==> src/inc/budc_params.svh <==
// Constants for the 4-bit binary up/down counter block
// Notes on behaviour
// Each clock edge with no inhibit moves the 4-bit count by one step.
// The count rises while direction is high and falls while it is low.
// The active-low chain input held high freezes the count.
// A high load strobe copies the preset value into the count at once and blocks counting.
// A high clear forces the count to zero at once and blocks counting.
// The count appears on four outputs, bit 0 being the least significant.
// The active-low chain output is low for one whole cycle at 15 counting up or 0 counting down.
// Once the load strobe drops, counting resumes from the loaded value.
// Cascaded stages join chain output to the next chain input and share one clock.
// A two-stage divider counts down from a nonzero ratio of at most 255.
// The chain output only goes low while this stage's own chain input is low.
`ifndef BUDC_PARAMS_SVH
`define BUDC_PARAMS_SVH

// Register byte offsets
`define BUDC_OFS_CTRL 32'h00000000
`define BUDC_OFS_STAT 32'h00000004

// Control word fields
`define BUDC_CTRL_UP 0
`define BUDC_CTRL_LOAD 1
`define BUDC_CTRL_CLEAR 2
`define BUDC_CTRL_PRE_LO 4
`define BUDC_CTRL_PRE_HI 7
`define BUDC_CTRL_RST 8'h00

// Status word fields
`define BUDC_STAT_CNT_LO 0
`define BUDC_STAT_CNT_HI 3
`define BUDC_STAT_COUT 4
`define BUDC_STAT_CIN 5

// Count values
`define BUDC_CNT_RST 4'h0
`define BUDC_CNT_STEP 4'h1
`define BUDC_TC_UP 4'hF
`define BUDC_TC_DOWN 4'h0

// AHB-Lite encodings
`define BUDC_HRESP_OKAY 1'b0
`define BUDC_RDATA_ZERO 32'h00000000

`endif

==> src/inc/budc_pkg.sv <==
// Types used by the counter core for its control and status words
package budc_pkg;

	// Software control word, low byte of the control register
	typedef struct packed {
		logic [3:0] preset;
		logic spare;
		logic clear;
		logic load;
		logic up;
	} budc_ctrl_t;

	// Counter state seen by software
	typedef struct packed {
		logic cin_n;
		logic cout_n;
		logic [3:0] count;
	} budc_stat_t;

endpackage

==> src/core/budc_counter.sv <==
// Four-bit binary up/down counter with cascade chain and AHB-Lite control
`timescale 1ns/1ps
`include "budc_params.svh"

module budc_counter (
	// Clock and reset
	input wire logic clock_i,
	input wire logic nrst_i,
	// AHB-Lite slave
	input wire logic hsel_i,
	input wire logic [31:0] haddr_i,
	input wire logic [1:0] htrans_i,
	input wire logic hwrite_i,
	input wire logic [2:0] hsize_i,
	input wire logic [31:0] hwdata_i,
	input wire logic hready_i,
	output logic [31:0] hrdata_o,
	output logic hreadyout_o,
	output logic hresp_o,
	// Cascade chain, same clock as the neighbouring stages
	input wire logic carry_in_n_i,
	output logic carry_out_n_o,
	// Count outputs
	output logic count_bit0_o,
	output logic count_bit1_o,
	output logic count_bit2_o,
	output logic count_bit3_o
);

	budc_pkg::budc_ctrl_t ctrl;
	budc_pkg::budc_ctrl_t next_ctrl;
	budc_pkg::budc_stat_t stat;
	logic [3:0] cnt;
	logic [3:0] next_cnt;
	logic [3:0] count_view;
	logic at_term;
	logic counting;
	logic ctrl_wr;
	logic [31:0] wdata;
	logic [31:0] ctrl_word;
	logic [31:0] stat_word;

	// Bus front end
	budc_ahb_slave u_bus (
		.clock_i(clock_i),
		.nrst_i(nrst_i),
		.hsel_i(hsel_i),
		.haddr_i(haddr_i),
		.htrans_i(htrans_i),
		.hwrite_i(hwrite_i),
		.hsize_i(hsize_i),
		.hwdata_i(hwdata_i),
		.hready_i(hready_i),
		.hrdata_o(hrdata_o),
		.hreadyout_o(hreadyout_o),
		.hresp_o(hresp_o),
		.ctrl_word_i(ctrl_word),
		.stat_word_i(stat_word),
		.ctrl_wr_o(ctrl_wr),
		.wdata_o(wdata)
	);

	// Control register; next value is read back so a write then read is never stale
	always_comb begin
		next_ctrl = ctrl;
		if (ctrl_wr) begin
			next_ctrl.up = wdata[`BUDC_CTRL_UP];
			next_ctrl.load = wdata[`BUDC_CTRL_LOAD];
			next_ctrl.clear = wdata[`BUDC_CTRL_CLEAR];
			next_ctrl.preset = wdata[`BUDC_CTRL_PRE_HI:`BUDC_CTRL_PRE_LO];
		end
		next_ctrl.spare = 1'b0;
	end

	always_ff @(posedge clock_i) begin
		if (!nrst_i) begin
			ctrl <= `BUDC_CTRL_RST;
		end else begin
			ctrl <= next_ctrl;
		end
	end

	// Clear outranks load, and both outrank the chain input
	assign counting = ~ctrl.clear & ~ctrl.load & ~carry_in_n_i;

	// Count state
	always_comb begin
		next_cnt = cnt;
		if (ctrl.clear) begin
			next_cnt = `BUDC_CNT_RST;
		end else if (ctrl.load) begin
			next_cnt = ctrl.preset; // see
		end else if (!carry_in_n_i) begin
			if (ctrl.up) begin
				next_cnt = cnt + `BUDC_CNT_STEP; // see
			end else begin
				next_cnt = cnt - `BUDC_CNT_STEP; // see
			end
		end
		// Chain input high: clock edge ignored, see
	end

	always_ff @(posedge clock_i) begin
		if (!nrst_i) begin
			cnt <= `BUDC_CNT_RST;
		end else begin
			cnt <= next_cnt;
		end
	end

	// Clear and load act without waiting for an edge, so they override the stored count
	always_comb begin
		count_view = cnt;
		if (ctrl.clear) begin
			count_view = `BUDC_CNT_RST;
		end else if (ctrl.load) begin
			count_view = ctrl.preset;
		end
	end

	// Bit 0 is the least significant, see
	assign count_bit0_o = count_view[0];
	assign count_bit1_o = count_view[1];
	assign count_bit2_o = count_view[2];
	assign count_bit3_o = count_view[3];

	// Terminal count depends on direction; gated by our own chain input so the
	// stage above steps only when every stage below is at its end
	assign at_term = ctrl.up ? (count_view == `BUDC_TC_UP) : (count_view == `BUDC_TC_DOWN);
	assign carry_out_n_o = ~(at_term & counting); // see

	// Status view for software
	assign stat.count = count_view;
	assign stat.cout_n = carry_out_n_o;
	assign stat.cin_n = carry_in_n_i;
	assign stat_word = {26'h0, stat};
	assign ctrl_word = {24'h000000, next_ctrl};
endmodule

==> src/core/budc_ahb_slave.sv <==
// AHB-Lite slave front end for the counter registers
`timescale 1ns/1ps
`include "budc_params.svh"

module budc_ahb_slave (
	// Clock and reset
	input wire logic clock_i,
	input wire logic nrst_i,
	// AHB-Lite slave side
	input wire logic hsel_i,
	input wire logic [31:0] haddr_i,
	input wire logic [1:0] htrans_i,
	input wire logic hwrite_i,
	input wire logic [2:0] hsize_i,
	input wire logic [31:0] hwdata_i,
	input wire logic hready_i,
	output logic [31:0] hrdata_o,
	output logic hreadyout_o,
	output logic hresp_o,
	// Register side
	input wire logic [31:0] ctrl_word_i,
	input wire logic [31:0] stat_word_i,
	output logic ctrl_wr_o,
	output logic [31:0] wdata_o
);

	logic dp_wr;
	logic [31:0] dp_addr;
	logic next_dp_wr;
	logic [31:0] next_dp_addr;
	logic [31:0] next_rdata;
	logic take;

	// Only word transfers are issued, so hsize needs no decode
	assign take = hsel_i & htrans_i[1] & hready_i;

	// Address phase capture; read data is fetched early so the data phase has no wait
	always_comb begin
		next_dp_wr = take & hwrite_i;
		next_dp_addr = take ? haddr_i : dp_addr;
		next_rdata = hrdata_o;
		if (take & ~hwrite_i) begin
			case (haddr_i)
				`BUDC_OFS_CTRL: next_rdata = ctrl_word_i;
				`BUDC_OFS_STAT: next_rdata = stat_word_i;
				default: next_rdata = `BUDC_RDATA_ZERO;
			endcase
		end
	end

	// Register the phase state
	always_ff @(posedge clock_i) begin
		if (!nrst_i) begin
			dp_wr <= 1'b0;
			dp_addr <= `BUDC_OFS_CTRL;
			hrdata_o <= `BUDC_RDATA_ZERO;
		end else begin
			dp_wr <= next_dp_wr;
			dp_addr <= next_dp_addr;
			hrdata_o <= next_rdata;
		end
	end

	// Zero wait states; writes to the status word or unmapped space are dropped
	assign hreadyout_o = 1'b1;
	assign hresp_o = `BUDC_HRESP_OKAY;
	assign ctrl_wr_o = dp_wr & (dp_addr == `BUDC_OFS_CTRL);
	assign wdata_o = hwdata_i;

endmodule

==> config.mk <==
export PLATFORM = sky130hd
export DESIGN_NAME = budc_counter
export DESIGN_NICKNAME = d
export VERILOG_FILES = /design/src/inc/budc_pkg.sv /design/src/core/budc_counter.sv /design/src/core/budc_ahb_slave.sv
export VERILOG_INCLUDE_DIRS = /design/src /design/src/inc
export SDC_FILE = /design/constraint.sdc
export NUM_CORES = 1
export LEC_CHECK = 0
export BUFFER_PORTS_ARGS = -buffer_cell sky130_fd_sc_hd__buf_2
export CORE_ASPECT_RATIO = 0.7
export CORE_MARGIN = 2
export CORE_UTILIZATION = 45
export CTS_CLUSTER_DIAMETER = 100
export DETAILED_ROUTE_END_ITERATION = 10
export PLACE_DENSITY = 0.81
export SLEW_MARGIN = 40
export SYNTH_ARGS = -nofsm -noshare
export SYNTH_HDL_FRONTEND = slang
export SYNTH_HIERARCHICAL = 1
export SYNTH_SLANG_ARGS = --single-unit
==> constraint.sdc <==
create_clock -name clock_i -period 2.17 [get_ports clock_i]
set_clock_uncertainty 0.05 [all_clocks]
set_input_delay 0.3255 -clock clock_i [delete_from_list [all_inputs] [get_ports clock_i]]
set_output_delay 0.3255 -clock clock_i [all_outputs]
set_load 0.01 [all_outputs]
==> results.json, run 1 <==
{
  "die_x_um": 110,
  "grt_max_degree": 42,
  "r2r_cells": 7,
  "drive_gt1_share_pct": 29.0,
  "antenna_found_initial": 0,
  "start_kind": "register",
  "critPathMaxStageDelay_ps": 350,
  "vias": 2980,
  "grt_pass1_vias": 2843,
  "worst_pin_slew_ps": 649,
  "crit_slowest_cell": "nor4_1",
  "run_status": "completed",
  "min_period_ps": 2090,
  "first_iter_violations": 133,
  "grt_overflow": 0,
  "diodes": 0,
  "min-delay-start": "haddr_i[26]",
  "place_congestion": 0.845,
  "insertion_delay_ps": 330,
  "holdPathStages": 3,
  "regToRegSetupSlack_ps": 80,
  "start_util_pct": 45.7,
  "cts_htree_levels": 3,
  "cp.required_ps": 2340,
  "drc": 0,
  "tns_ps": 0,
  "hold_slack_ps": 196,
  "dp_cells": 606,
  "holdPathEnd": "u_bus/dp_addr[26]",
  "cp-end-kind": "register",
  "cap_violations": 0,
  "ctsRootBufferMaster": "clkbuf_16",
  "wire_per_inst_um": 12.6,
  "powerDensity_nw_per_um2": 724,
  "cts_buffer_depth": 2,
  "r2r-start": "u_bus/dp_addr[6]",
  "regArea_um2": 1530,
  "grt_pass1_wl_mm": 13.2,
  "arrival_ps": 2260,
  "multi_input_area_um2": 2040,
  "hp-class": "input pin to register",
  "cts_tree": "done",
  "timing.rr.end": "u_bus/hrdata_o[5]",
  "hold_violations": 0,
  "cp_cell_sequence": "nor4_1, nand4_1, nor3_1, buf_4, mux2_1, mux2i_1, o21ai_2",
  "place_hpwl_mm": 5.74,
  "grt_usage_pct": 19.5,
  "syn_inst": 397,
  "cts_buffers": 9,
  "hold_buffers": 0,
  "port_buffers": 82,
  "drv_slew": 0,
  "p_leak_uw": 0.00200,
  "rsz0062_at_grt": "no",
  "netlist_area_um2": 3550,
  "firstDrtPassIters": 4,
  "fin_nets": 594,
  "fmax_ghz": 0.479,
  "yosysWarnings": 6,
  "fillers": 700,
  "cp_max_fo": 6,
  "ant_nets": 0,
  "max_slew_margin_pct": 56.7,
  "core_um2": 7770,
  "clk_pin_slew_ps": 70,
  "power.total_uw": 3240,
  "worst-setup-path-type": "register to register",
  "cts.sinks": 76,
  "avgSynthCellArea_um2": 8.95,
  "syn_to_final_growth_pct": 25.8,
  "setup_violations": 0,
  "via_per_inst": 4.79,
  "rows": 27,
  "die_area_um2": 8630,
  "fin_crit_sh_pct": 96.1,
  "routed_wl_mm": 7.81,
  "die_h_um": 78.3,
  "final_cells": 622,
  "fin_util_pct": 57.5,
  "vdd_drop_max_uv": 352,
  "io_pins": 114
}
[sequential cells by signal (all words and copies together), names as in the netlist]
name            count
cnt                 4
ctrl                7
u_bus/dp_addr      32
u_bus/dp_wr         1
u_bus/hrdata_o     32
[what timing repair did]
action	4_1_cts	5_1_grt
setup endpoints to repair	1	2
gates resized for setup	1	5
setup buffers	0	0
[how the worst max path moves through the flow]
stage / start / to / cells past startpoint
after floorplan: u_bus/dp_addr[31] / u_bus/hrdata_o[1] / 7
after CTS: ctrl[1] / carry_out_n_o / 5
after global placement: u_bus/dp_addr[15] / u_bus/hrdata_o[5] / 7
after global routing: u_bus/dp_addr[6] / u_bus/hrdata_o[5] / 7
after detailed placement: u_bus/dp_addr[15] / u_bus/hrdata_o[5] / 7
final: u_bus/dp_addr[6] / u_bus/hrdata_o[5] / 7
[metrics by stage]
stage	instance area (µm²)	setup slack, ps
2_1_floorplan	3740	430
3_3_place_gp	4150	142
3_5_place_dp	4160	133
4_1_cts	4450	37.0
5_1_grt	4470	4.59
6_report	4470	83.8
[routing by layer]
metal	share of wire (%)	GRT usage [%]	vias to the layer above
met1	49	27.3	1354
met2	44	30.0	82
met4	0.55	4.25	0
met3	6.4	5.32	6
li1	-	-	1538
met5	0	0	-
[cell type report]
cell class	count	area share (%)
clock buffers	9	5.04
clock inverters	7	1.43
inverters	2	0.168
multi-input cells	336	45.7
flip-flops and latches	76	34.1
well taps	101	2.83
repair buffers	91	10.7
[where the power goes]
| part | switching, µW | internal (µW) |
|---|---|---|
| sequential | 26.5 | 1420 |
| clock | 637 | 803 |
| combinational | 197 | 150 |
[placed cells by master, fill, tap and decap left out, types with 2 or more instances in the layout]
cell type,instances
nand2_1,103
buf_2,82
dfxtp_1,75
conb_1,53
mux2i_1,35
a21boi_0,32
o21ai_2,30
nor2_1,10
clkbuf_16,9
buf_4,9
nor4_2,8
and2_1,7
a21oi_1,6
nor4_1,6
mux2_1,5
nand4_1,5
o21ai_1,4
nor3_1,4
nand3_1,4
inv_6,4
nand2b_1,3
o21ai_0,3
and3_1,3
inv_1,2
ha_1,2
clkinv_4,2
[critical path, delay by kind of cell (launching register included)]
| kind | cells | cell delay [ps] |
|---|---|---|
| AND/OR/NAND/NOR | 3 | 780 |
| multiplexers | 2 | 550 |
| flip-flops | 1 | 320 |
| buffers and inverters | 1 | 210 |
| AO/OA/AOI/OAI | 1 | 70 |
No activity file was read; power rests on OpenSTA's default activity.
==> run 2: changes to the inputs <==
--- a/config.mk
+++ b/config.mk
@@ -12,9 +12,8 @@
 export CORE_UTILIZATION = 45
 export CTS_CLUSTER_DIAMETER = 100
 export DETAILED_ROUTE_END_ITERATION = 10
-export PLACE_DENSITY = 0.81
+export PLACE_DENSITY = 0.88
 export SLEW_MARGIN = 40
 export SYNTH_ARGS = -nofsm -noshare
 export SYNTH_HDL_FRONTEND = slang
-export SYNTH_HIERARCHICAL = 1
 export SYNTH_SLANG_ARGS = --single-unit
==> results.json, run 2 <==
{
  "post_cts_buffers": 0,
  "worst-setup-path-type": "register to primary output",
  "synth_seq_area_share_pct": 42.6,
  "die_x_um": 92.1,
  "arrival_ps": 1610,
  "tns_ps": 0,
  "synthFlopType": "dfxtp_1",
  "crit_start": "cnt[0]",
  "p_leak_uw": 0.00114,
  "ctsRootBufferMaster": "clkbuf_8",
  "hp-class": "input pin to register",
  "highest_layer": "met4",
  "cts_tree": "done",
  "layout_commonest_cell": "nand2_1",
  "cts_buffers": 5,
  "cts_htree_levels": 2,
  "insertion_delay_ps": 310,
  "vias": 2172,
  "synthTopCellsByCount": "nand2_1, dfxtp_1, a21oi_1",
  "cap_violations": 0,
  "netlist_area_um2": 2440,
  "fin_crit_sh_pct": 91.6,
  "grt_overflow": 0,
  "ys_top_cells_by_area": "dfxtp_1, nand2_1, a21oi_1",
  "routed_wl_mm": 5.66,
  "rows": 22,
  "clk_pin_slew_ps": 100,
  "reg_top3": "u_bus.dp_addr (32), u_bus.hrdata_o (8), ctrl (7)",
  "cp.required_ps": 1790,
  "fillers": 512,
  "dp_cells": 423,
  "drv_slew": 0,
  "async_flop_share_pct": 0,
  "wl_met2_mm": 2.51,
  "ant_nets": 0,
  "cts_buffer_depth": 2,
  "regArea_um2": 1040,
  "met1_length_mm": 2.53,
  "fmax_ghz": 0.503,
  "drive_gt1_share_pct": 22.3,
  "final_cells": 431,
  "ys_types": 35,
  "io_pins": 114,
  "hold_violations": 0,
  "via_per_inst": 5.04,
  "regToRegSetupSlack_ps": 280,
  "hold_buffers": 0,
  "avgSynthCellArea_um2": 8.03,
  "yosys.cell_count.top_type": "nand2_1",
  "drc": 0,
  "first_iter_violations": 129,
  "firstDrtPassIters": 4,
  "die_area_um2": 6040,
  "cp_max_fo": 6,
  "syn_to_final_growth_pct": 15.7,
  "rsz0062_at_grt": "no",
  "port_buffers": 58,
  "vdd_drop_max_uv": 309,
  "min_period_ps": 1990,
  "start_util_pct": 46.7,
  "synth_edf_count": 0,
  "start_kind": "register",
  "yosysWarnings": 0,
  "antenna_found_initial": 0,
  "post-synth-top-area-fraction_pct": 42.6,
  "r2r-start": "ctrl[0]",
  "grt_usage_pct": 19.6,
  "setup_violations": 0,
  "run_status": "completed",
  "cts.sinks": 52,
  "synth_top_area_cell": "dfxtp_1",
  "place_congestion": 0.837,
  "regMostFlops": "u_bus.dp_addr",
  "multi_input_area_um2": 1220,
  "largest_reg_flops": 32,
  "powerDensity_nw_per_um2": 692,
  "place_hpwl_mm": 4.23,
  "die_h_um": 65.6,
  "grt_pass1_wl_mm": 9.24,
  "grt_pass1_vias": 1976,
  "final_cell_mix": "nand2_1, buf_2, dfxtp_1, a21oi_1, conb_1",
  "routed-wl-met3_um": 539,
  "diodes": 0,
  "min-delay-start": "haddr_i[14]",
  "cp-end-kind": "primary output",
  "fin_nets": 436,
  "synth-seq-cells": 52,
  "syn_inst": 304,
  "wire_per_inst_um": 13.1,
  "core_um2": 5230,
  "grt_max_degree": 38
}
run 2: changes by cell type in the layout (fill, tap and decap cells not counted), moves of 7 or more:
cell	previous run	this run
o21ai_2	30	0
nor2_1	10	17
conb_1	53	26
buf_2	82	58
mux2i_1	35	10
clkbuf_16	9	0
nand2_1	103	68
a21oi_1	6	40
dfxtp_1	75	51
a21boi_0	32	0
run 2: per-layer routing:
layer / GRT usage, % / up-vias
met5: 0 / -
met4: 7.28 / 0
met3: 5.50 / 10
met2: 29.4 / 93
met1: 27.0 / 973
li1: - / 1096
run 2: path summary, 6_finish.rpt:
check | depth (start not counted) | endpoint
setup / recovery | 4 | carry_out_n_o
hold / removal | 3 | u_bus.dp_addr[14]
setup reg to reg | 7 | cnt[3]
hold reg to reg | 2 | u_bus.hrdata_o[3]
run 2: final cells by class:
| cell class | instances | share of cell area (%) |
|---|---|---|
| Sequential cell | 52 | 36.9 |
| Multi-Input combinational cell | 231 | 43.3 |
| Tap cell | 72 | 3.19 |
| Timing Repair Buffer | 65 | 12.1 |
| Clock inverter | 3 | 1.64 |
| Inverter | 3 | 0.398 |
| Clock buffer | 5 | 2.43 |
run 2: critical path, stage by stage (launching register included):
cell      delay (ps)
dfxtp_1          460
nand4_1          110
a2111o_1         420
a21o_1           170
buf_2            140
run 2: cell families (layout without fill, tap and decap cells):
kind of cell | count (synthesis) | after routing | synth area share [%]
AO/OA/AOI/OAI | 59 | 59 | 13.3
AND/OR/NAND/NOR | 130 | 130 | 25.9
XOR/XNOR | 3 | 3 | 1.08
multiplexers | 10 | 10 | 4.10
flip-flops | 52 | 52 | 42.6
other | 2 | 26 | 0.307
adder cells (fa/ha/maj) | 3 | 3 | 1.84
buffers and inverters | 45 | 76 | 10.9
run 2: per-stage QoR:
| stage | instance area, µm² | hold slack [ps] | total power [µW] | setup WS (ps) | utilization [%] |
|---|---|---|---|---|---|
| floorplan | 2530 | 386 | 1240 | 502 | - |
| global placement | 2710 | 389 | 1290 | 209 | 51.8 |
| detailed placement | 2710 | 392 | 1300 | 112 | 51.8 |
| CTS | 2830 | 201 | 1970 | 76.1 | 54.0 |
| global route | 2830 | 195 | 2050 | 47.5 | 54.0 |
| finish | 2830 | 205 | 1960 | 183 | 54.0 |
run 2: where the power goes:
group | total [µW] | internal [µW] | switching, µW
clock | 672 | 347 | 324
sequential | 1010 | 986 | 28.9
combinational | 270 | 114 | 156
run 2: timing repair:
action                     CTS  global route
setup endpoints to repair    0             2
gates resized for setup      0             1
hold endpoints to repair     0             0
